$ cat config.mk
export PLATFORM = sky130hd
export DESIGN_NAME = desc_prefetch
export DESIGN_NICKNAME = d
export VERILOG_FILES = /design/src/shared/pf_pkg.sv /design/src/ptr_mem.sv /design/src/desc_prefetch.sv
export VERILOG_INCLUDE_DIRS = /design/src /design/src/shared
export SDC_FILE = /design/constraint.sdc
export NUM_CORES = 1
export LEC_CHECK = 0
export BUFFER_PORTS_ARGS = -buffer_cell sky130_fd_sc_hd__buf_2
export CAP_MARGIN = 5
export CORE_AREA = 5 5 465 467
export CTS_CLUSTER_SIZE = 16
export DETAILED_ROUTE_END_ITERATION = 6
export DIE_AREA = 0 0 470 472
export MAX_ROUTING_LAYER = met4
export PLACE_DENSITY = 0.44
export SLEW_MARGIN = 20
export SYNTH_ARGS = -nofsm -noshare
export SYNTH_HDL_FRONTEND = slang
export SYNTH_SLANG_ARGS = --single-unit
$ cat constraint.sdc
create_clock -name pclk -period 4.1 [get_ports pclk]
set_input_delay 0.82 -clock pclk [delete_from_list [all_inputs] [get_ports pclk]]
set_output_delay 0.82 -clock pclk [all_outputs]
set_load 0.05 [all_outputs]
$ cat src/shared/pf_regs.svh
// Register offsets, field positions, reset values and build choices of the descriptor prefetcher.
// Assumes inclusion by bare name from the design files; holds definitions only.
`ifndef PF_REGS_SVH
`define PF_REGS_SVH
// APB byte offsets.
`define CTRL_OFF 8'h00
`define NPTR_OFF 8'h04
`define POLL_OFF 8'h08
`define STAT_OFF 8'h0c
// Control and status field positions.
`define CTRL_RUN 0
`define CTRL_POLL 1
`define CTRL_RST 2
`define CTRL_GIE 3
`define STAT_IRQ 0
`define STAT_BUSY 1
`define POLL_W 16
// Reset values.
`define NPTR_RST 32'h00000000
`define POLL_RST 16'h0000
// Build choices.
`define PREFETCH_EN 1'b1
`define BURST_EN 1'b1
`define MAX_BURST 5'h10
`define EXT_EN 1'b0
`define DESC_BEATS (`EXT_EN ? 2'h2 : 2'h1)
`define DESC_DW 256
`define DESC_BEW 32
`define PTR_DEPTH 8
`define PTR_AW 3
// Descriptor layout in the last fetched beat, and write-back placement.
`define DESC_NEXT_LSB 96
`define DESC_OWNER_BIT 254
`define WB_BYTES_LSB 128
`define WB_ERR_LSB 160
`define WB_EARLY_BIT 168
`define WB_BE 32'h003f0000
`endif

$ cat src/shared/pf_pkg.sv
// Types shared by the descriptor prefetcher files.
// Assumes nothing of its surroundings.
package pf_pkg;
   typedef enum logic [2:0] {F_IDLE, F_RD, F_DATA, F_SEND, F_POLL} fetch_st_t;
   typedef enum logic [1:0] {W_IDLE, W_RD, W_WR} wb_st_t;
   typedef struct packed {
      logic [203:0] rsvd;
      logic buf_full;
      logic et_mask;
      logic [7:0] err_mask;
      logic tc_mask;
      logic early;
      logic [7:0] err;
      logic [31:0] bytes;
   } resp_t;
endpackage

$ cat src/ptr_mem.sv
// Small memory holding descriptor addresses that wait for status write-back.
// Assumes the owner keeps the pointers; read data appear one edge after re.
`timescale 1ns/10ps
module ptr_mem #(
   parameter int DEPTH = 8,
   parameter int AW = 3
) (
   // Clock and reset.
   input logic pclk,
   input logic presetn,
   // Write port.
   input logic we,
   input logic [AW-1:0] waddr,
   input logic [31:0] wdata,
   // Read port.
   input logic re,
   input logic [AW-1:0] raddr,
   output logic [31:0] rdata
);
   logic [31:0] mem [DEPTH];

   always_ff @(posedge pclk) begin
      if (we) begin
         mem[waddr] <= wdata;
      end
   end

   always_ff @(posedge pclk or negedge presetn) begin
      if (!presetn) begin
         rdata <= 32'h00000000;
      end else if (re) begin
         rdata <= mem[raddr];
      end
   end
endmodule

$ cat src/desc_prefetch.sv
// Descriptor prefetcher: fetches descriptors, feeds the dispatcher, takes its
// responses, writes status back and raises the interrupt.
// Assumes one clock, an APB master for registers and a dispatcher on the streams.
//
// Function
// - Prefetcher drives response ready, may stall
// - Response bytes, error, early flag, buffer full
// - Response carries completion, error, early masks
// - Interrupt comes from prefetcher when enabled
// - Interrupt only for events whose mask set; code also sets it at an unowned list end without polling
// - Own global enable and interrupt status
// - Unowned descriptor ends list processing
// - Pointer load plus run bit starts
// - No polling: interrupt at end, stop
// - Polling: follow next pointer without software
// - Polling: refetch until owner flag set
// - Write status back into each descriptor
// - Control bit two resets, self clears
// - Read burst length is build choice
// - Descriptor data width is build choice
// - Extended option sets descriptor length
// - Depth sizes write-back pointer buffer
// - Status flag set by hardware, write-one-clear
// - Poll interval counts from read data
`timescale 1ns/10ps
`include "pf_regs.svh"
module desc_prefetch
   import pf_pkg::*;
(
   // Clock and reset.
   input logic pclk,
   input logic presetn,
   // APB register slave.
   input logic [7:0] paddr,
   input logic psel,
   input logic penable,
   input logic pwrite,
   input logic [31:0] pwdata,
   output logic [31:0] prdata,
   output logic pready,
   output logic pslverr,
   // Descriptor fetch port.
   output logic rd_read,
   output logic [31:0] rd_addr,
   output logic [4:0] rd_burst,
   input logic rd_wait,
   input logic rd_valid,
   input logic [`DESC_DW-1:0] rd_data,
   // Descriptor write-back port.
   output logic wr_write,
   output logic [31:0] wr_addr,
   output logic [`DESC_DW-1:0] wr_data,
   output logic [`DESC_BEW-1:0] wr_be,
   input logic wr_wait,
   // Descriptor source to the dispatcher.
   output logic src_valid,
   output logic [`DESC_DW-1:0] src_data,
   input logic src_ready,
   // Completion responses from the dispatcher.
   input logic rsp_valid,
   input resp_t rsp_data,
   output logic rsp_ready,
   // Interrupt.
   input logic disp_irq,
   output logic irq
);
   ////////////////////////////////////////////////////////////////////////////
   function automatic logic [4:0] burst_len(input logic en);
      return en ? {3'h0, `DESC_BEATS} : 5'h01;
   endfunction

   function automatic logic ptr_eq(input logic [`PTR_AW:0] a, input logic [`PTR_AW:0] b);
      return a[`PTR_AW-1:0] == b[`PTR_AW-1:0];
   endfunction

   logic run_ff, poll_ff, rst_ff, gie_ff, irq_ff;
   logic nxt_run, nxt_rst, nxt_irq;
   logic [31:0] nptr_ff, nxt_nptr, prdata_ff, next_ff;
   logic [15:0] pollv_ff, cnt_ff;
   logic [1:0] beat_ff, nxt_beat;
   logic [`DESC_DW-1:0] desc_ff, wb_word;
   logic [`PTR_AW:0] wp_ff, rp_ff;
   logic [31:0] mem_q;
   fetch_st_t fst_ff, nxt_fst;
   wb_st_t wst_ff, nxt_wst;
   resp_t rsp_ff;

   ////////////////////////////////////////////////////////////////////////////
   // APB decode. The slave never waits; read data are caught in the setup cycle.
   wire apb_wr = psel & penable & pwrite;
   wire apb_setup_rd = psel & ~penable & ~pwrite;
   wire hit_ctrl = paddr == `CTRL_OFF;
   wire hit_nptr = paddr == `NPTR_OFF;
   wire hit_poll = paddr == `POLL_OFF;
   wire hit_stat = paddr == `STAT_OFF;
   wire hit_any = hit_ctrl | hit_nptr | hit_poll | hit_stat;
   wire ctrl_wr = apb_wr & hit_ctrl;
   wire nptr_wr = apb_wr & hit_nptr;
   wire poll_wr = apb_wr & hit_poll;
   wire stat_wr = apb_wr & hit_stat;
   wire busy = (fst_ff != F_IDLE) | (wst_ff != W_IDLE);
   wire [31:0] ctrl_rd = {28'h0000000, gie_ff, rst_ff, poll_ff, run_ff};
   wire [31:0] stat_rd = {30'h0, busy, irq_ff};
   wire [31:0] rd_mux = hit_ctrl ? ctrl_rd :
                        hit_nptr ? nptr_ff :
                        hit_poll ? {16'h0000, pollv_ff} :
                        hit_stat ? stat_rd : 32'h00000000;

   assign pready = 1'b1;
   assign pslverr = psel & penable & ~hit_any;
   assign prdata = prdata_ff;

   ////////////////////////////////////////////////////////////////////////////
   // Fetch side decode.
   wire [1:0] last_beat = `DESC_BEATS - 2'h1;
   wire beat_done = (fst_ff == F_DATA) & rd_valid;
   wire is_last = beat_done & (beat_ff == last_beat);
   wire owned = rd_data[`DESC_OWNER_BIT];
   wire list_end = is_last & ~owned;
   wire end_stop = list_end & ~poll_ff;
   wire end_poll = list_end & poll_ff;
   wire full = (wp_ff[`PTR_AW] != rp_ff[`PTR_AW]) & ptr_eq(wp_ff, rp_ff);
   wire empty = wp_ff == rp_ff;
   wire send_ok = src_valid & src_ready;
   wire flush_done = rst_ff & (fst_ff == F_IDLE) & (wst_ff == W_IDLE);

   assign rd_read = fst_ff == F_RD;
   assign rd_addr = nptr_ff + {25'h0, beat_ff, 5'h00};
   assign rd_burst = burst_len(`BURST_EN);
   // Holding valid through a reset request keeps the stream handshake legal.
   assign src_valid = (fst_ff == F_SEND) & ~full;
   assign src_data = desc_ff;

   ////////////////////////////////////////////////////////////////////////////
   // Response side decode.
   assign rsp_ready = (wst_ff == W_IDLE) & ~empty & ~rst_ff;
   wire rsp_take = rsp_valid & rsp_ready;
   wire tc_evt = rsp_data.tc_mask;
   wire et_evt = rsp_data.early & rsp_data.et_mask;
   wire err_evt = |(rsp_data.err & rsp_data.err_mask);
   wire rsp_evt = rsp_take & (tc_evt | et_evt | err_evt);
   wire irq_set = rsp_evt | end_stop;
   wire irq_w1c = stat_wr & pwdata[`STAT_IRQ];

   assign wr_write = wst_ff == W_WR;
   assign wr_addr = mem_q;
   assign wr_data = wb_word;
   assign wr_be = `WB_BE;
   assign irq = `PREFETCH_EN ? (irq_ff & gie_ff) : disp_irq;

   always_comb begin
      wb_word = '0;
      wb_word[`WB_BYTES_LSB +: 32] = rsp_ff.bytes;
      wb_word[`WB_ERR_LSB +: 8] = rsp_ff.err;
      wb_word[`WB_EARLY_BIT] = rsp_ff.early;
   end

   ////////////////////////////////////////////////////////////////////////////
   // Register next values. A hardware set wins over a clear in the same cycle.
   assign nxt_run = ctrl_wr ? pwdata[`CTRL_RUN] : ((end_stop | flush_done) ? 1'b0 : run_ff);
   assign nxt_rst = (ctrl_wr & pwdata[`CTRL_RST]) | (rst_ff & ~flush_done);
   assign nxt_irq = irq_set | (irq_ff & ~irq_w1c);
   assign nxt_nptr = nptr_wr ? pwdata : (send_ok ? next_ff : nptr_ff);
   assign nxt_beat = is_last ? 2'h0 : (beat_done ? beat_ff + 2'h1 : beat_ff);

   always_ff @(posedge pclk or negedge presetn) begin
      if (!presetn) begin
         run_ff <= 1'b0;
         poll_ff <= 1'b0;
         rst_ff <= 1'b0;
         gie_ff <= 1'b0;
         irq_ff <= 1'b0;
         nptr_ff <= `NPTR_RST;
         pollv_ff <= `POLL_RST;
         prdata_ff <= 32'h00000000;
      end else begin
         run_ff <= nxt_run;
         rst_ff <= nxt_rst;
         irq_ff <= nxt_irq;
         nptr_ff <= nxt_nptr;
         if (ctrl_wr) begin
            poll_ff <= pwdata[`CTRL_POLL];
            gie_ff <= pwdata[`CTRL_GIE];
         end
         if (poll_wr) begin
            pollv_ff <= pwdata[`POLL_W-1:0];
         end
         if (apb_setup_rd) begin
            prdata_ff <= rd_mux;
         end
      end
   end

   ////////////////////////////////////////////////////////////////////////////
   // Fetch machine. A fetch in flight always finishes before a reset takes it idle.
   always_comb begin
      nxt_fst = fst_ff;
      case (fst_ff)
         F_IDLE: begin
            if (run_ff & ~rst_ff) begin
               nxt_fst = F_RD;
            end
         end
         F_RD: begin
            if (~rd_wait) begin
               nxt_fst = F_DATA;
            end
         end
         F_DATA: begin
            if (beat_done & ~is_last) begin
               nxt_fst = `BURST_EN ? F_DATA : F_RD;
            end else if (is_last) begin
               if (rst_ff | end_stop) begin
                  nxt_fst = F_IDLE;
               end else if (end_poll) begin
                  nxt_fst = (pollv_ff == 16'h0000) ? F_RD : F_POLL;
               end else begin
                  nxt_fst = F_SEND;
               end
            end
         end
         F_SEND: begin
            if (send_ok) begin
               nxt_fst = rst_ff ? F_IDLE : F_RD;
            end
         end
         F_POLL: begin
            if (rst_ff) begin
               nxt_fst = F_IDLE;
            end else if (cnt_ff == 16'h0000) begin
               nxt_fst = F_RD;
            end
         end
         default: nxt_fst = F_IDLE;
      endcase
   end

   always_ff @(posedge pclk or negedge presetn) begin
      if (!presetn) begin
         fst_ff <= F_IDLE;
         beat_ff <= 2'h0;
         cnt_ff <= 16'h0000;
         next_ff <= 32'h00000000;
         desc_ff <= '0;
      end else begin
         fst_ff <= nxt_fst;
         beat_ff <= nxt_beat;
         if (end_poll) begin
            cnt_ff <= pollv_ff - 16'h0001;
         end else if ((fst_ff == F_POLL) & (cnt_ff != 16'h0000)) begin
            cnt_ff <= cnt_ff - 16'h0001;
         end
         if (beat_done & (beat_ff == 2'h0)) begin
            desc_ff <= rd_data;
         end
         if (is_last) begin
            next_ff <= rd_data[`DESC_NEXT_LSB +: 32];
         end
      end
   end

   ////////////////////////////////////////////////////////////////////////////
   // Pointer buffer: each sent descriptor's address waits here for its response.
   always_ff @(posedge pclk or negedge presetn) begin
      if (!presetn) begin
         wp_ff <= '0;
         rp_ff <= '0;
      end else begin
         if (send_ok) begin
            wp_ff <= wp_ff + 4'h1;
         end
         if (flush_done) begin
            rp_ff <= send_ok ? wp_ff + 4'h1 : wp_ff;
         end else if (rsp_take) begin
            rp_ff <= rp_ff + 4'h1;
         end
      end
   end

   ptr_mem #(
      .DEPTH(`PTR_DEPTH),
      .AW(`PTR_AW)
   ) u_ptr_mem (
      .pclk(pclk),
      .presetn(presetn),
      .we(send_ok),
      .waddr(wp_ff[`PTR_AW-1:0]),
      .wdata(nptr_ff),
      .re(rsp_take),
      .raddr(rp_ff[`PTR_AW-1:0]),
      .rdata(mem_q)
   );

   ////////////////////////////////////////////////////////////////////////////
   // Write-back machine: one response at a time, address read from the buffer.
   always_comb begin
      nxt_wst = wst_ff;
      case (wst_ff)
         W_IDLE: begin
            if (rsp_take) begin
               nxt_wst = W_RD;
            end
         end
         W_RD: nxt_wst = W_WR;
         W_WR: begin
            if (~wr_wait) begin
               nxt_wst = W_IDLE;
            end
         end
         default: nxt_wst = W_IDLE;
      endcase
   end

   always_ff @(posedge pclk or negedge presetn) begin
      if (!presetn) begin
         wst_ff <= W_IDLE;
         rsp_ff <= '0;
      end else begin
         wst_ff <= nxt_wst;
         if (rsp_take) begin
            rsp_ff <= rsp_data;
         end
      end
   end
endmodule

# Word level (Yosys, flattened, before mapping)
# Memory sizes are Yosys's and may differ from the RTL's. A register that Yosys moved wholly into a read port is not among the register bits.
# Cells that the tools add are included.
[word_totals] elab_cells=150 latchBits=0 ff_bits=445 mem_bits_rw=256 output_inout_bits=652 rom_bits=0 inputBits=563 mem_count=1
[mem_list] name="u_ptr_mem.mem" words=8 word_bits=32 rd=1 rd_ports_with_merged_regs=1 write_ports=1 line_no="ptr_mem.sv:20" rtl="logic [31:0] mem [DEPTH];"
[op_classes] n_lt_le_gt_ge=0 mux=32 addsub=6 eq_ne=19 reduce_logical=18 shifts=0 div_mod_pow=0 multipliers=0 n_bitwise=55
[op_table] op="32-bit 2-to-1 mux" n=4
[op_table] op="16-bit 2-to-1 mux" n=3
[op_table] op="32-bit by 7-bit adder with 32-bit output" n=1
[op_table] op="1-bit bitwise AND" n=32
[op_table] op="16-bit zero test" n=2
[op_table] op="16-bit by 1-bit subtractor with 16-bit output, second input constant" n=2
[op_table] op="3-bit 2-to-1 mux" n=10
[op_table] op="8-bit by 4-bit == test with 1-bit output, second input constant" n=2
[op_table] op="16-bit nonzero test" n=1
[op_table] op="3-bit one-hot mux with 5 select lines" n=1
[op_table] op="4-bit 2-to-1 mux" n=3
[op_table] op="2-bit nonzero test" n=6
[op_table] op="1-bit NOT" n=11
[op_table] op="1-bit OR" n=11
[op_table] op="2-bit 2-to-1 mux" n=5
[op_table] op="4-bit by 1-bit adder with 4-bit output, second input constant" n=2
[op_table] op="8-bit bitwise AND" n=1
[op_table] op="8-bit by 3-bit == test with 1-bit output, second input constant" n=1
[op_table] op="8-bit zero test" n=1
[op_table] op="2-bit inequality test, second input constant" n=4
[op_table] op="8-bit OR reduction" n=1
[op_table] op="3-bit by 2-bit == test with 1-bit output, second input constant" n=2
[op_table] op="2-bit one-hot mux with 3 select lines" n=1
[op_table] op="1-bit 2-to-1 mux" n=5
[op_table] op="other kinds (17)" n=18

# Depth between registers and ports, before layout
# Gate-level depths: netlist (run 1).
[depth] ltp_word=10 mapped_depth=13 depth_no_buf=11

# By module
# A second synthesis (run 1) with hierarchy kept.
[unflattened] cells_unflattened=2289 hier_area_um2=30553.1
[by_module_without_submodules] mod="desc_prefetch" seq_area_each_um2=10334.9 n_inst=1 cells_each=1654 area_each_um2=19298.5
[by_module_without_submodules] mod="ptr_mem" seq_area_each_um2=8488.1 n_inst=1 cells_each=635 area_each_um2=11254.5

# Worst setup path after synthesis (run 1)
# No wires, ideal clock.
[synth_path] path_type="flip-flop to flip-flop" startpoint="reg rp_ff[1]" endpoint="mem u_ptr_mem.mem[0][0] (enable)" path_buffers=3 required_time_ns=3.639 stages_incl_launch_ff=9 synth_period_minus_slack_ns=4.879 slack_ns=-0.779 arrival_ns=4.418 setup_ns=0.461 cell_sequence="dfrtp_1 -> buf_2 -> xnor2_1 -> a41oi_1 -> and2_1 -> buf_2 -> buf_6 -> nand2b_1 -> nor3_1"
[synth_between] elab_chain_cells=7
[synth_lines] item="start: declaration" line_no="desc_prefetch.sv:82" rtl="logic [`PTR_AW:0] wp_ff, rp_ff;"
[synth_lines] item="start signal: assignment" line_no="desc_prefetch.sv:273" rtl="rp_ff <= send_ok ? wp_ff + 4'h1 : wp_ff;"
[synth_lines] item="start signal: assignment" line_no="desc_prefetch.sv:275" rtl="rp_ff <= rp_ff + 4'h1;"
[synth_lines] item="3-bit == test" line_no="desc_prefetch.sv:73" rtl="return a[`PTR_AW-1:0] == b[`PTR_AW-1:0];"
[synth_lines] item="1-bit bitwise AND" line_no="desc_prefetch.sv:122" rtl="wire full = (wp_ff[`PTR_AW] != rp_ff[`PTR_AW]) & ptr_eq(wp_ff, rp_ff);"
[synth_lines] item="1-bit NOT" line_no="desc_prefetch.sv:131" rtl="assign src_valid = (fst_ff == F_SEND) & ~full;"
[synth_lines] item="1-bit bitwise AND" line_no="desc_prefetch.sv:131"
[synth_lines] item="named net src_valid" line_no="desc_prefetch.sv:56" rtl="output logic src_valid,"
[synth_lines] item="1-bit bitwise AND" line_no="desc_prefetch.sv:124" rtl="wire send_ok = src_valid & src_ready;"
[synth_lines] item="1-bit 2-to-1 mux" line_no="ptr_mem.sv:23" rtl="if (we) begin"
[synth_lines] item="1-bit 2-to-1 mux (not written as such)" line_no="ptr_mem.sv:24" rtl="mem[waddr] <= wdata;"
[synth_lines] item="end: declaration" line_no="ptr_mem.sv:20"
# The timed path passes the listed nets, and every way through them passes these cells.

# Worst setup path in the final report (run 1)
[layout_path] startpoint="reg nptr_ff[6]" endpoint="out rd_addr[28]"
[layout_between] elab_chain_cells=1
[layout_lines] item="start: declaration" line_no="desc_prefetch.sv:78" rtl="logic [31:0] nptr_ff, nxt_nptr, prdata_ff, next_ff;"
[layout_lines] item="start signal: assignment" line_no="desc_prefetch.sv:173" rtl="nptr_ff <= `NPTR_RST;"
[layout_lines] item="start signal: assignment" line_no="desc_prefetch.sv:180" rtl="nptr_ff <= nxt_nptr;"
[layout_lines] item="32-bit by 7-bit adder with 32-bit output" line_no="desc_prefetch.sv:128" rtl="assign rd_addr = nptr_ff + {25'h0, beat_ff, 5'h00};"
[layout_lines] item="end: declaration" line_no="desc_prefetch.sv:44" rtl="output logic [31:0] rd_addr,"
# No other way between the ends.

==> results list, run 1 <==
- TritonCTS clock tree: built
- The floorplan has 169 rows.
* Count of endpoints failing hold in the final timing report: 0
- Buffers inserted to repair hold after CTS numbered 0.
- After synthesis the cells add up to 30,000 sq um.
* Leakage power: 18.4 nW
- Ratio of total power to cell area: 845 nW/um^2
- Antenna violations before repair: 17
- Final net count: 3,968
* Overflow left after global routing: 0
* Post-layout minimum cycle time: 3870 ps
- Portion of the post-synthesis area used by sequential elements: 62.7%
* GRT Total Usage: 10.5%
- HPWL after detailed placement: 86.1 mm
- Once the floorplan was initialized, standard cells occupied 14.2% of the core.
- RSZ-0062 raised after global routing: no
- The number of different library cells used by synthesis comes to 67.
- Cell taking the most area after synthesis: sky130_fd_sc_hd__dfrtp_1
* Arrival time reported for the critical path endpoint: 3050 ps
* Largest net degree at the start of global routing: 112
- Later-pin clock latency in the skew report: 710 ps
* Count of state elements after synthesis: 701
- The first global-routing pass estimated 164 mm of wire.
- The endpoint identified for the worst register-to-register timing path is cnt_ff[14].
- Prevailing post-synth register cell: sky130_fd_sc_hd__dfrtp_1
- For the worst flop-to-flop path, the logic depth is 11.
- Biggest area contributors in the synthesized netlist: sky130_fd_sc_hd__dfrtp_1 (37%), sky130_fd_sc_hd__edfxtp_1 (26%), sky130_fd_sc_hd__nand2_1 (12%)
- After detailed placement, the design holds a cell count of 6,128.
- DRC: 0
- Area post-placement: 36,500 sq um
- # Max-Cap Violations: 0
- Result of the run: finished clean
* Buffers from clock root to sink, at most: 3
* Routed length per instance: 18.7 um
- Static timing analysis puts the maximum clock frequency at 259 MHz.
- In the layout the commonest cells are sky130_fd_sc_hd__nand2_1 (960), sky130_fd_sc_hd__buf_2 (749), sky130_fd_sc_hd__dfrtp_1 (438).
- Peak ir drop on the vdd network: 0.000446 V
- The congestion estimate from routability-driven global placement came to 0.824.
- Buffers placed on the I/O ports in this run total 755.
* Slew at the pin closest to its max-slew limit: 1160 ps
- Post-synthesis cell count: 2,632
- Maximum clock skew at final layout: 65.5 ps
- After routing, the total negative slack on setup checks comes to 0 ps.
- The path class of the tightest hold or removal check is primary input to async pin.
* Clock slew at reported path FFs: 60 ps
* Number of top-level design ports: 1,215
* Die width: 470 um
- STA classifies the critical path startpoint as a flip-flop.
- Counting flops with a built-in enable in the synthesized netlist gives 256.
- Synthesized area per cell: 11.4 sq um
- The post-route netlist has 30.8% of its cells at a drive strength greater than 1.
- The synthesized design devotes to its leading area cell type 37.1% of total area.
- Once layout is complete, the cells apart from fillers number 6,302.
- Most frequent standard cell in the layout excluding fill and tap cells: sky130_fd_sc_hd__nand2_1
* Clock buffer count from CTS: 87
- Detailed-route via count: 21,200
- The worst setup path is captured at an output pin.
- Synth async-reset ratio: 63.5%
- Warnings, synthesis: 0
- Summing all multi-input logic gate instances after layout gives 9690 sq um.
* Vias in the first global route: 21,900
- Total clock sinks: 701
* Layout Area Growth over Synthesis: 31.5%
* First DRT Iteration DRCs: 1,062
* Drt first pass iters: 7
- Overall power: 33.3 mW
* Worst path required time: 3280 ps
- Post-route ant nets: 0
* Share of the clock period used by the worst path: 94.3%
- The critical path is of the flip-flop to output pin type.
* Wire length reported by the detailed router: 118 mm
* Number of slew-limit violations in the final report: 0
* R2R Path Start: beat_ff[1]
- Core area: 211,000 sq um
- Final Instance Area: 39,500 sq um
* Max FO, Critical Path: 10
* Worst reg2reg setup slack: 870 ps
* Fill count: 23,300
- Dividing the detail-routed via count by the number of cells gives 3.36.
- In this run the tightest slew margin relative to its limit is 22.6%.
- Across the whole layout, storage elements account for 18,800 sq um.
* DIE AREA: 222,000 sq um
- H-tree depth: 3
- Clock root buffer master: sky130_fd_sc_hd__clkbuf_16
- From bottom edge to top edge, the die measures 472 um.
* Count of final setup violators: 0
-- metrics by stage --
step | util, % | hold WS, ps | setup slack, ps
2_1_floorplan | - | 458 | 35.4
3_3_place_gp | 17.3 | 454 | 506
3_5_place_dp | 17.3 | 456 | 448
4_1_cts | 18.7 | 69.3 | 65.8
5_1_grt | 18.7 | 146 | 15.5
6_report | 18.7 | 155 | 234
-- logic make-up after synthesis --
group / count (synthesis) / share of synthesized area (%)
AO/OA/AOI/OAI: 157 / 3.42
buffers and inverters: 415 / 8.58
other: 2 / 0.0250
flip-flops: 701 / 62.7
AND/OR/NAND/NOR: 1135 / 15.2
adder cells (fa/ha/maj): 7 / 0.317
multiplexers: 160 / 8.14
XOR/XNOR: 55 / 1.60
-- worst max path at each step --
stage / from / endpoint / slack, ps
2_1_floorplan: rp_ff[1] / u_ptr_mem.mem[7][0] / 40
6_report: nptr_ff[6] / rd_addr[28] / 230
3_3_place_gp: nptr_ff[5] / rd_addr[31] / 510
4_1_cts: nptr_ff[6] / rd_addr[28] / 70
5_1_grt: nptr_ff[6] / rd_addr[26] / 20
3_5_place_dp: nptr_ff[5] / rd_addr[31] / 450
-- cells in the mapped netlist (12+ instances only) --
cell / instances
sky130_fd_sc_hd__a21oi_1: 47
sky130_fd_sc_hd__a222oi_1: 12
sky130_fd_sc_hd__a22o_1: 17
sky130_fd_sc_hd__buf_2: 22
sky130_fd_sc_hd__buf_4: 261
sky130_fd_sc_hd__clkbuf_1: 97
sky130_fd_sc_hd__dfrtp_1: 445
sky130_fd_sc_hd__edfxtp_1: 256
sky130_fd_sc_hd__inv_1: 26
sky130_fd_sc_hd__mux2_2: 20
sky130_fd_sc_hd__mux2i_1: 74
sky130_fd_sc_hd__mux4_2: 65
sky130_fd_sc_hd__nand2_1: 961
sky130_fd_sc_hd__nand3_1: 17
sky130_fd_sc_hd__nor2_1: 79
sky130_fd_sc_hd__nor3_1: 14
sky130_fd_sc_hd__o21ai_0: 49
sky130_fd_sc_hd__xnor2_1: 37
sky130_fd_sc_hd__xor2_1: 18
-- state kept, by name, summed over array words and instances (netlist names), 2 cells and up --
register	cells
pollv_ff	16
wp_ff	4
wst_ff	2
u_ptr_mem.mem	256
wr_data	41
beat_ff	2
cnt_ff	16
u_ptr_mem.rdata	32
src_data	225
next_ff	31
nptr_ff	32
rp_ff	4
fst_ff	3
prdata	32
-- critical path, stage by stage, from the launching register on --
cell and delay (ps):
sky130_fd_sc_hd__dfrtp_1 370, sky130_fd_sc_hd__buf_4 190, sky130_fd_sc_hd__ha_1 290, sky130_fd_sc_hd__a21oi_1 100, sky130_fd_sc_hd__nor4b_2 260, sky130_fd_sc_hd__buf_4 220
sky130_fd_sc_hd__and3_2 300, sky130_fd_sc_hd__nand2_1 70, sky130_fd_sc_hd__nor2_1 120, sky130_fd_sc_hd__xnor2_1 140, sky130_fd_sc_hd__clkbuf_4 250
-- timing repair --
item | CTS | global route
endpoints found under the setup margin | 10 | 7
buffers inserted | 2 | 0
pin swaps | 0 | 1
endpoints found under the hold margin | 0 | 0
gates resized for setup | 9 | 6
-- routing by layer --
layer / track usage (%) / routed length, um / up-vias
met1: 11.7 / 46100 / 10500
met3: 4.29 / 10800 / 139
met2: 17.2 / 57700 / 710
met5: - / 0 / -
met4: 3.15 / 3480 / 0
li1: - / - / 9840
-- report_power, final --
group          switching [mW]  total (mW)  internal, mW
Sequential               1.60        11.2          9.59
Combinational            11.1        14.4          3.26
Clock                    3.29        7.77          4.48
Total                    16.0        33.3          17.3
-- layout make-up --
class                           count  area share [%]
Multi-Input combinational cell   1767            24.5
Inverter                           27           0.257
Clock buffer                      124            6.12
Timing Repair Buffer              814            11.2
Antenna cell                       12          0.0761
Tap cell                         2821            8.94
Sequential cell                   701            47.7
Clock inverter                     36            1.19
Power figures use the tool's default switching activity.
==> run 2: changes to the inputs <==
--- a/config.mk
+++ b/config.mk
@@ -8,13 +8,14 @@
 export LEC_CHECK = 0
 export BUFFER_PORTS_ARGS = -buffer_cell sky130_fd_sc_hd__buf_2
 export CAP_MARGIN = 5
-export CORE_AREA = 5 5 465 467
+export CORE_AREA = 5 5 469 471
 export CTS_CLUSTER_SIZE = 16
 export DETAILED_ROUTE_END_ITERATION = 6
-export DIE_AREA = 0 0 470 472
+export DIE_AREA = 0 0 474 476
 export MAX_ROUTING_LAYER = met4
-export PLACE_DENSITY = 0.44
+export PLACE_DENSITY = 0.43
 export SLEW_MARGIN = 20
 export SYNTH_ARGS = -nofsm -noshare
 export SYNTH_HDL_FRONTEND = slang
+export SYNTH_HIERARCHICAL = 1
 export SYNTH_SLANG_ARGS = --single-unit
==> run 2 against run 1 <==
Cell count down 3.5%. Final area up 2.6%. Non-clock buffer count up 46. Critical path type unchanged. First-iteration DRC count up 8.7%. Combinational power up 15%. Register-to-register slack worse by 290 ps. Sequential share of layout area down 1.2 points. Maximum frequency down 2.7%. Largest cell class unchanged. Die area up 1.7%.
==> results list, run 2 <==
- Result of the run: finished clean
- Grt met2 use: 19.8%
- Count of endpoints failing hold in the final timing report: 0
* Synthesized area per cell: 13.3 sq um
* Final net count: 3,683
* Number of slew-limit violations in the final report: 0
* Depth of the worst register-to-register path: 12
* Leakage power: 18.0 nW
* Per-cell via count in the routed design: 3.40
- Grouping stages by cell kind, the critical path spends the most delay in simple AND/OR/NAND/NOR gates.
* Clock root buffer master: sky130_fd_sc_hd__clkbuf_16
- Cell with the most instances after synthesis: sky130_fd_sc_hd__dfrtp_1
- Later-pin clock latency in the skew report: 730 ps
- Most frequent standard cell in the layout excluding fill and tap cells: sky130_fd_sc_hd__buf_2
- Vias in the first global route: 21,200
- The register with the most flip-flops in the final layout is u_ptr_mem/mem.
- The longest clock path from root to sink contains 3 buffers.
- Class of the tightest hold or removal check: primary input to async pin
- Maximum clock skew at final layout: 91.8 ps
- Arrival time reported for the critical path endpoint: 3150 ps
* Number of top-level design ports: 1,215
- Of the cells placed in the final design, the portion with a size suffix greater than 1 is 41.3%.
* Initial Utilization: 14.2%
- At the pin with the least slew margin, the transition time is 1130 ps.
- Biggest area contributors in the synthesized netlist: sky130_fd_sc_hd__dfrtp_1 (36%), sky130_fd_sc_hd__edfxtp_1 (25%), sky130_fd_sc_hd__mux2_2 (10%)
- GRT Total Usage: 11.3%
* # Max-Cap Violations: 0
- The number of clock buffers added by TritonCTS is 85.
- Warnings, synthesis: 6
- STA classifies the critical path endpoint as an output pin.
- Count of state elements after synthesis: 701
- Total clock sinks: 701
- Max transition margin: 25.0%
- Worst path slowest cell: sky130_fd_sc_hd__or4b_4
- The worst path uses 96.9% of the clock period.
- Hold buffer count at CTS: 0
- The library cells used most frequently in the layout, excluding fill and tap cells, are sky130_fd_sc_hd__buf_2 (742), sky130_fd_sc_hd__dfrtp_1 (444), sky130_fd_sc_hd__mux2_2 (275).
- Buffer and inverter count on the worst path: 1
* Global-route wire length before repair: 173 mm
- Timing would allow up to 252 MHz.
* R2R Path Start: beat_ff[0]
* DIE AREA: 226,000 sq um
- Detailed placement ended at an HPWL of 97.7 mm.
- The register with the most flip-flops in the layout has 256 of them.
- Setup violations remaining at the end of the flow were counted as 0.
- Drt first pass iters: 5
- TritonCTS built the clock tree.
- The initial antenna violation count came to 54.
* Max FO, Critical Path: 3
- Summing all placed instances gives a cell area of 37,300 sq um.
* Worst reg2reg setup slack: 580 ps
- For this run, asynchronously set or reset flops after synthesis account for 63.5%.
* Wire length reported by the detailed router: 130 mm
* Register area: 18,800 sq um
- List of cells traversed by the critical path: ha_1 -> a21oi_2 -> or4b_4 -> or4_4 -> nor2_2 -> xor2_1 -> buf_4
- The endpoint identified for the worst register-to-register timing path is cnt_ff[14].
- Setup repair after global routing could not meet its margin everywhere.
- H-tree depth: 3
- sky130_fd_sc_hd__dfrtp_1 takes more of the synthesized area than any other cell.
- Die Height: 476 um
- GRT met3 Usage: 4.06%
* Fill count: 23,700
- In this run the tool buffered the top-level ports with 755 buffer cells.
- Sort of element at the start of the critical path: flip-flop
- In the synthesized netlist the dominant register cell turns out to be sky130_fd_sc_hd__dfrtp_1.
* Detailed-route via count: 20,700
* First DRT Iteration DRCs: 1,154
- The total overflow left after global routing is 0.
- Dividing the detail-routed wire length by the instance count gives 21.3 um.
- Portion of the post-synthesis area used by sequential elements: 61.6%
* Post-route ant nets: 0
- After synthesis the cells add up to 30,600 sq um.
- Most common library cells after synthesis: sky130_fd_sc_hd__dfrtp_1 (445), sky130_fd_sc_hd__mux2_2 (275), sky130_fd_sc_hd__buf_4 (262)
- From synthesis to final layout, the design area changed by 32.6%.
- Placement row count: 171
- Multi-input combinational cell area: 10,100 sq um
- With fillers left out, the area of the finished cells amounts to 40,500 sq um.
- Clock-pin slew was measured on the worst setup and hold paths at 60 ps.
- At the placement stage, the worst setup path has a slack of 354 ps.
- Critical Path Max Stage Delay: 560 ps
* Setup slack of the critical path after layout: 128 ps
* Share of Yosys cell area claimed by the top area cell type: 36.4%
* Crit path kind: flip-flop to output pin
- Routability-driven placement finished with a final weighted congestion of 0.822.
* Post-layout minimum cycle time: 3970 ps
* Post-synthesis cell count: 2,289
- Power spread over the standard cell area amounts to 873 nW/um^2.
- Count of cell instances traversed by the critical path: 7
* Die width: 474 um
* Synth unique cells: 65
* DRC: 0
- The worst-case IR drop observed on VDD is 0.000710 V.
* Core area: 216,000 sq um
- Post-synth EDFFs: 256
* Worst path required time: 3280 ps
- GRT busiest layer: met2
- For met1 alone, demand over resource in global routing was 11.6%.
- Entering global routing, the biggest net connects 164 pins.
run 2: kinds of logic (layout without fill, tap and decap cells):
kind of cell,Yosys count,in the layout,synth area share (%)
other,2,299,0.0246
flip-flops,701,701,61.6
buffers and inverters,395,1036,8.73
XOR/XNOR,58,58,1.66
AO/OA/AOI/OAI,199,199,4.89
adder cells (fa/ha/maj),7,7,0.311
AND/OR/NAND/NOR,515,515,8.06
multiplexers,412,412,14.7
run 2: worst max path at each step:
stage | slack, ps | endpoint | from
2_1_floorplan | -90 | u_ptr_mem/mem[0][0] | wp_ff[0]
3_3_place_gp | 390 | cnt_ff[14] | rd_valid
3_5_place_dp | 350 | cnt_ff[14] | rd_valid
4_1_cts | -90 | rd_addr[26] | nptr_ff[6]
5_1_grt | -30 | rd_addr[27] | beat_ff[0]
6_report | 130 | rd_addr[26] | nptr_ff[6]
run 2: area by class of cell:
type                       count  share of cell area [%]
tap                         2854                    8.81
clock inverter                28                   0.935
sequential                   701                    46.5
inverter                      21                   0.201
multi-input combinational   1444                    25.0
antenna                       46                   0.284
clock buffer                 127                    6.26
timing repair buffer         860                    12.0
run 2: timing repair:
action / in CTS / in global routing
endpoints found under the setup margin: 10 / 9
resized for setup: 23 / 6
buffers inserted: 12 / 1
pin swaps: 12 / 7
run 2: through the flow:
stage / util [%] / hold WS [ps] / std cells / power, mW / setup TNS, ps
6_report: 18.8 / 86.4 / 6081 / 35.4 / 0
5_1_grt: 18.8 / 75.6 / 6078 / 37.2 / -76.4
4_1_cts: 18.7 / 54.6 / 6034 / 36.2 / -275
3_5_place_dp: 17.3 / 452 / 5867 / 28.0 / 0
3_3_place_gp: 17.3 / 451 / 5867 / 27.9 / 0
2_1_floorplan: - / 485 / 2540 / 22.3 / -5610
run 2: layer usage:
layer,vias up,routed length [um]
met1,10400,46200
met4,0,5140
met2,740,68000
met3,181,10200
met5,-,0
li1,9367,-
run 2: power breakdown:
part	switching, mW	internal [mW]
logic	12.3	4.30
registers	1.33	9.62
clock network	3.29	4.57
total	16.9	18.5
==> run 3: changes to the inputs <==
--- a/config.mk
+++ b/config.mk
@@ -8,10 +8,10 @@
 export LEC_CHECK = 0
 export BUFFER_PORTS_ARGS = -buffer_cell sky130_fd_sc_hd__buf_2
 export CAP_MARGIN = 5
-export CORE_AREA = 5 5 469 471
+export CORE_AREA = 5 5 467 469
 export CTS_CLUSTER_SIZE = 16
 export DETAILED_ROUTE_END_ITERATION = 6
-export DIE_AREA = 0 0 474 476
+export DIE_AREA = 0 0 472 474
 export MAX_ROUTING_LAYER = met4
 export PLACE_DENSITY = 0.43
 export SLEW_MARGIN = 20
==> constraint.sdc (replaced) <==
create_clock -name pclk -period 4.85 [get_ports pclk]
set_input_delay 0.97 -clock pclk [delete_from_list [all_inputs] [get_ports pclk]]
set_output_delay 0.97 -clock pclk [all_outputs]
set_load 0.05 [all_outputs]
==> run 3 against run 2 <==
Sequential share of layout area grew 0.72 points. Clock power shrank 16%. Count of clock-buffer cells in the layout shrank 10. Routed wire length shrank 4.2%. Setup slack gained 140 ps. Via count shrank 1.7%. Critical path depth grew 1. Cell count shrank 1.2%. Worst hold slack gained 180 ps.
==> results list, run 3 (synthesis gave the netlist of run 2 again) <==
- Result of the run: finished clean
* Maximum clock skew at final layout: 63.3 ps
* Clock slew at reported path FFs: 60 ps
- For this run, the detailed router's first-pass iteration total came to 5.
- Setup slack of the critical path after layout: 265 ps
* Final net count: 3,640
- Total clock sinks: 701
* GRT Total Usage: 10.9%
- The worst path in the final design needs a cycle of 4590 ps, including I/O delays and setup.
- Per report_power, the sequential group accounts for 31.8% of the total.
- Of the available clock period, the critical path in the final layout requires 94.5%.
- First DRT Iteration DRCs: 1,014
- HPWL after detailed placement: 93.2 mm
- Layout Area Growth over Synthesis: 30.6%
* Vias in the first global route: 21,400
* Per-cell via count in the routed design: 3.39
* Total net switching power: 14.1 mW
- # Post-CTS Setup Buffers: 0
- H-tree depth: 3
- Max FO, Critical Path: 11
- Core area: 214,000 sq um
- Arrival time reported for the critical path endpoint: 3620 ps
* Total Negative Setup Slacks: 0 ps
- Largest net degree at the start of global routing: 164
- The max-slew violation count came to 0.
- The number of gates resized after CTS was 1.
- Placement row count: 170
* Internal power: 15.4 mW
- The die is 472 um wide.
* Clock root buffer master: sky130_fd_sc_hd__clkbuf_16
* Crit path kind: flip-flop to output pin
- The tool flagged a number of max-cap violations equal to 0.
- The endpoint identified for the worst register-to-register timing path is cnt_ff[14].
- Count of final setup violators: 0
* Category of the worst setup path capture point: output pin
* Slew at the pin closest to its max-slew limit: 1090 ps
* Count of endpoints failing hold in the final timing report: 0
- Measured against its own limit, the worst slew margin works out to 27.6%.
- Summing internal, switching and leakage power gives 29.5 mW.
- Depth of the worst register-to-register path: 11
- R2R Path Start: beat_ff[1]
- The filler cells instantiated in the layout total 23,700.
- The floorplan step defined a die boundary enclosing 224,000 sq um.
* DRC: 0
* Number of top-level design ports: 1,215
- Portion of total power attributed to combinational logic: 45.9%
- Across all layers, the routed design uses 20,300 vias.
- The number of clock buffers added by TritonCTS is 84.
* Switching fraction of total power: 47.9%
* Fmax achieved: 218 MHz
- Routed length per instance: 20.7 um
- Count of input and output buffers: 755
- RSZ-0062 raised after global routing: no
- The initial antenna violation count was 42.
- Final weighted congestion in routability-driven placement: 0.814
- Summed over all layers, the global routing overflow is 0.
- In this run the deepest clock path goes through 3 buffers.
- The first global-routing pass estimated 168 mm of wire.
- Class of the tightest hold or removal check: primary input to async pin
* First element of the critical path: nptr_ff[6]
* Post-route ant nets: 0
* Setup crit end: rd_addr[26]
- Summed over all cells, the static leakage comes to 17.7 nW.
- For this configuration, the core starts out at a cell density of 14.3%.
- Prior to clock tree synthesis, the placed netlist has a worst setup slack of 759 ps.
* Later-pin clock latency in the skew report: 710 ps
- Sort of element at the start of the critical path: flip-flop
- The worst register-to-register path has a setup slack of 1140 ps.
* Share of layout cells above drive strength 1: 40.0%
- Leaving out fill and tap cells, the most frequent cells in the layout are sky130_fd_sc_hd__buf_2 (753), sky130_fd_sc_hd__dfrtp_1 (444), sky130_fd_sc_hd__mux2_2 (275).
- Worst path required time: 3880 ps
- Hold buffer count at CTS: 0
* TritonCTS clock tree: built
- Of the total power, the clock network draws 22.3%.
- For this design the ratio of total power to cell area is 739 nW/um^2.
- Leaving out fill and tap cells, the most frequent cell in the layout is sky130_fd_sc_hd__buf_2.
- Wire length reported by the detailed router: 124 mm
- Peak ir drop on the vdd network: 0.000462 V
- The floorplan step set the die height to 474 um.
- Largest register by flop count: u_ptr_mem/mem
- The register with the most flip-flops in the layout has 256 of them.
## run 3: changes by cell type in the layout (fill, tap and decap cells not counted), sizes merged
cell / change
buf: -40
diode: -12
clkbuf: -11
clkinv: +3
bufinv: +2
bufbuf: -1
clkinvlp: -1
inv: +1
## run 3: how the worst min path moves through the flow
stage / endpoint / slack [ps] / start
4_1_cts: wr_data[159] / 200 / presetn
5_1_grt: wr_data[159] / 250 / presetn
2_1_floorplan: wp_ff[3] / 480 / wp_ff[3]
3_5_place_dp: prdata[21] / 450 / prdata[21]
3_3_place_gp: prdata[27] / 450 / prdata[27]
6_report: wr_data[159] / 270 / presetn
## run 3: per-stage QoR
step / cell area [sq um] / cells / hold slack, ps / util, %
final: 39900 / 6006 / 265 / 18.7
after floorplan: 31500 / 2540 / 485 / -
after CTS: 39800 / 5972 / 204 / 18.6
after global placement: 36900 / 5822 / 450 / 17.3
after detailed placement: 36900 / 5822 / 450 / 17.3
after global routing: 39900 / 6004 / 245 / 18.7
## run 3: critical path, stage by stage (launching register included)
cell                      delay, ps
sky130_fd_sc_hd__dfrtp_1        380
sky130_fd_sc_hd__buf_4          180
sky130_fd_sc_hd__ha_1           280
sky130_fd_sc_hd__a21oi_1        100
sky130_fd_sc_hd__or4b_1         650
sky130_fd_sc_hd__or4_4          570
sky130_fd_sc_hd__nor2_1         230
sky130_fd_sc_hd__xor2_1         170
sky130_fd_sc_hd__buf_2          320
## run 3: cell type report
class	instances	area (sq um)	share of cell area, %
Clock buffer	117	2420	6.06
Multi-Input combinational cell	1444	10100	25.3
Timing Repair Buffer	818	4390	11.0
Sequential cell	701	18800	47.2
Clock inverter	33	465	1.17
Antenna cell	34	85.1	0.213
Tap cell	2838	3550	8.90
Inverter	21	81.3	0.204
## run 3: metal layers
metal | share of wire, % | global-route usage, % | vias to the layer above
met5 | 0 | - | -
met4 | 2.7 | 3.41 | 0
met3 | 6.2 | 3.13 | 163
met2 | 55 | 20.0 | 630
met1 | 37 | 11.2 | 10300
li1 | - | - | 9244
## run 3: power groups by stage
stage | sequential, mW | clock [mW] | combinational [mW]
after floorplan | 14.0 | 0 | 4.90
after global placement | 9.44 | 0 | 13.8
after detailed placement | 9.49 | 0 | 13.9
after CTS | 9.41 | 6.83 | 13.9
after global routing | 9.59 | 7.06 | 14.3
final | 9.36 | 6.59 | 13.5
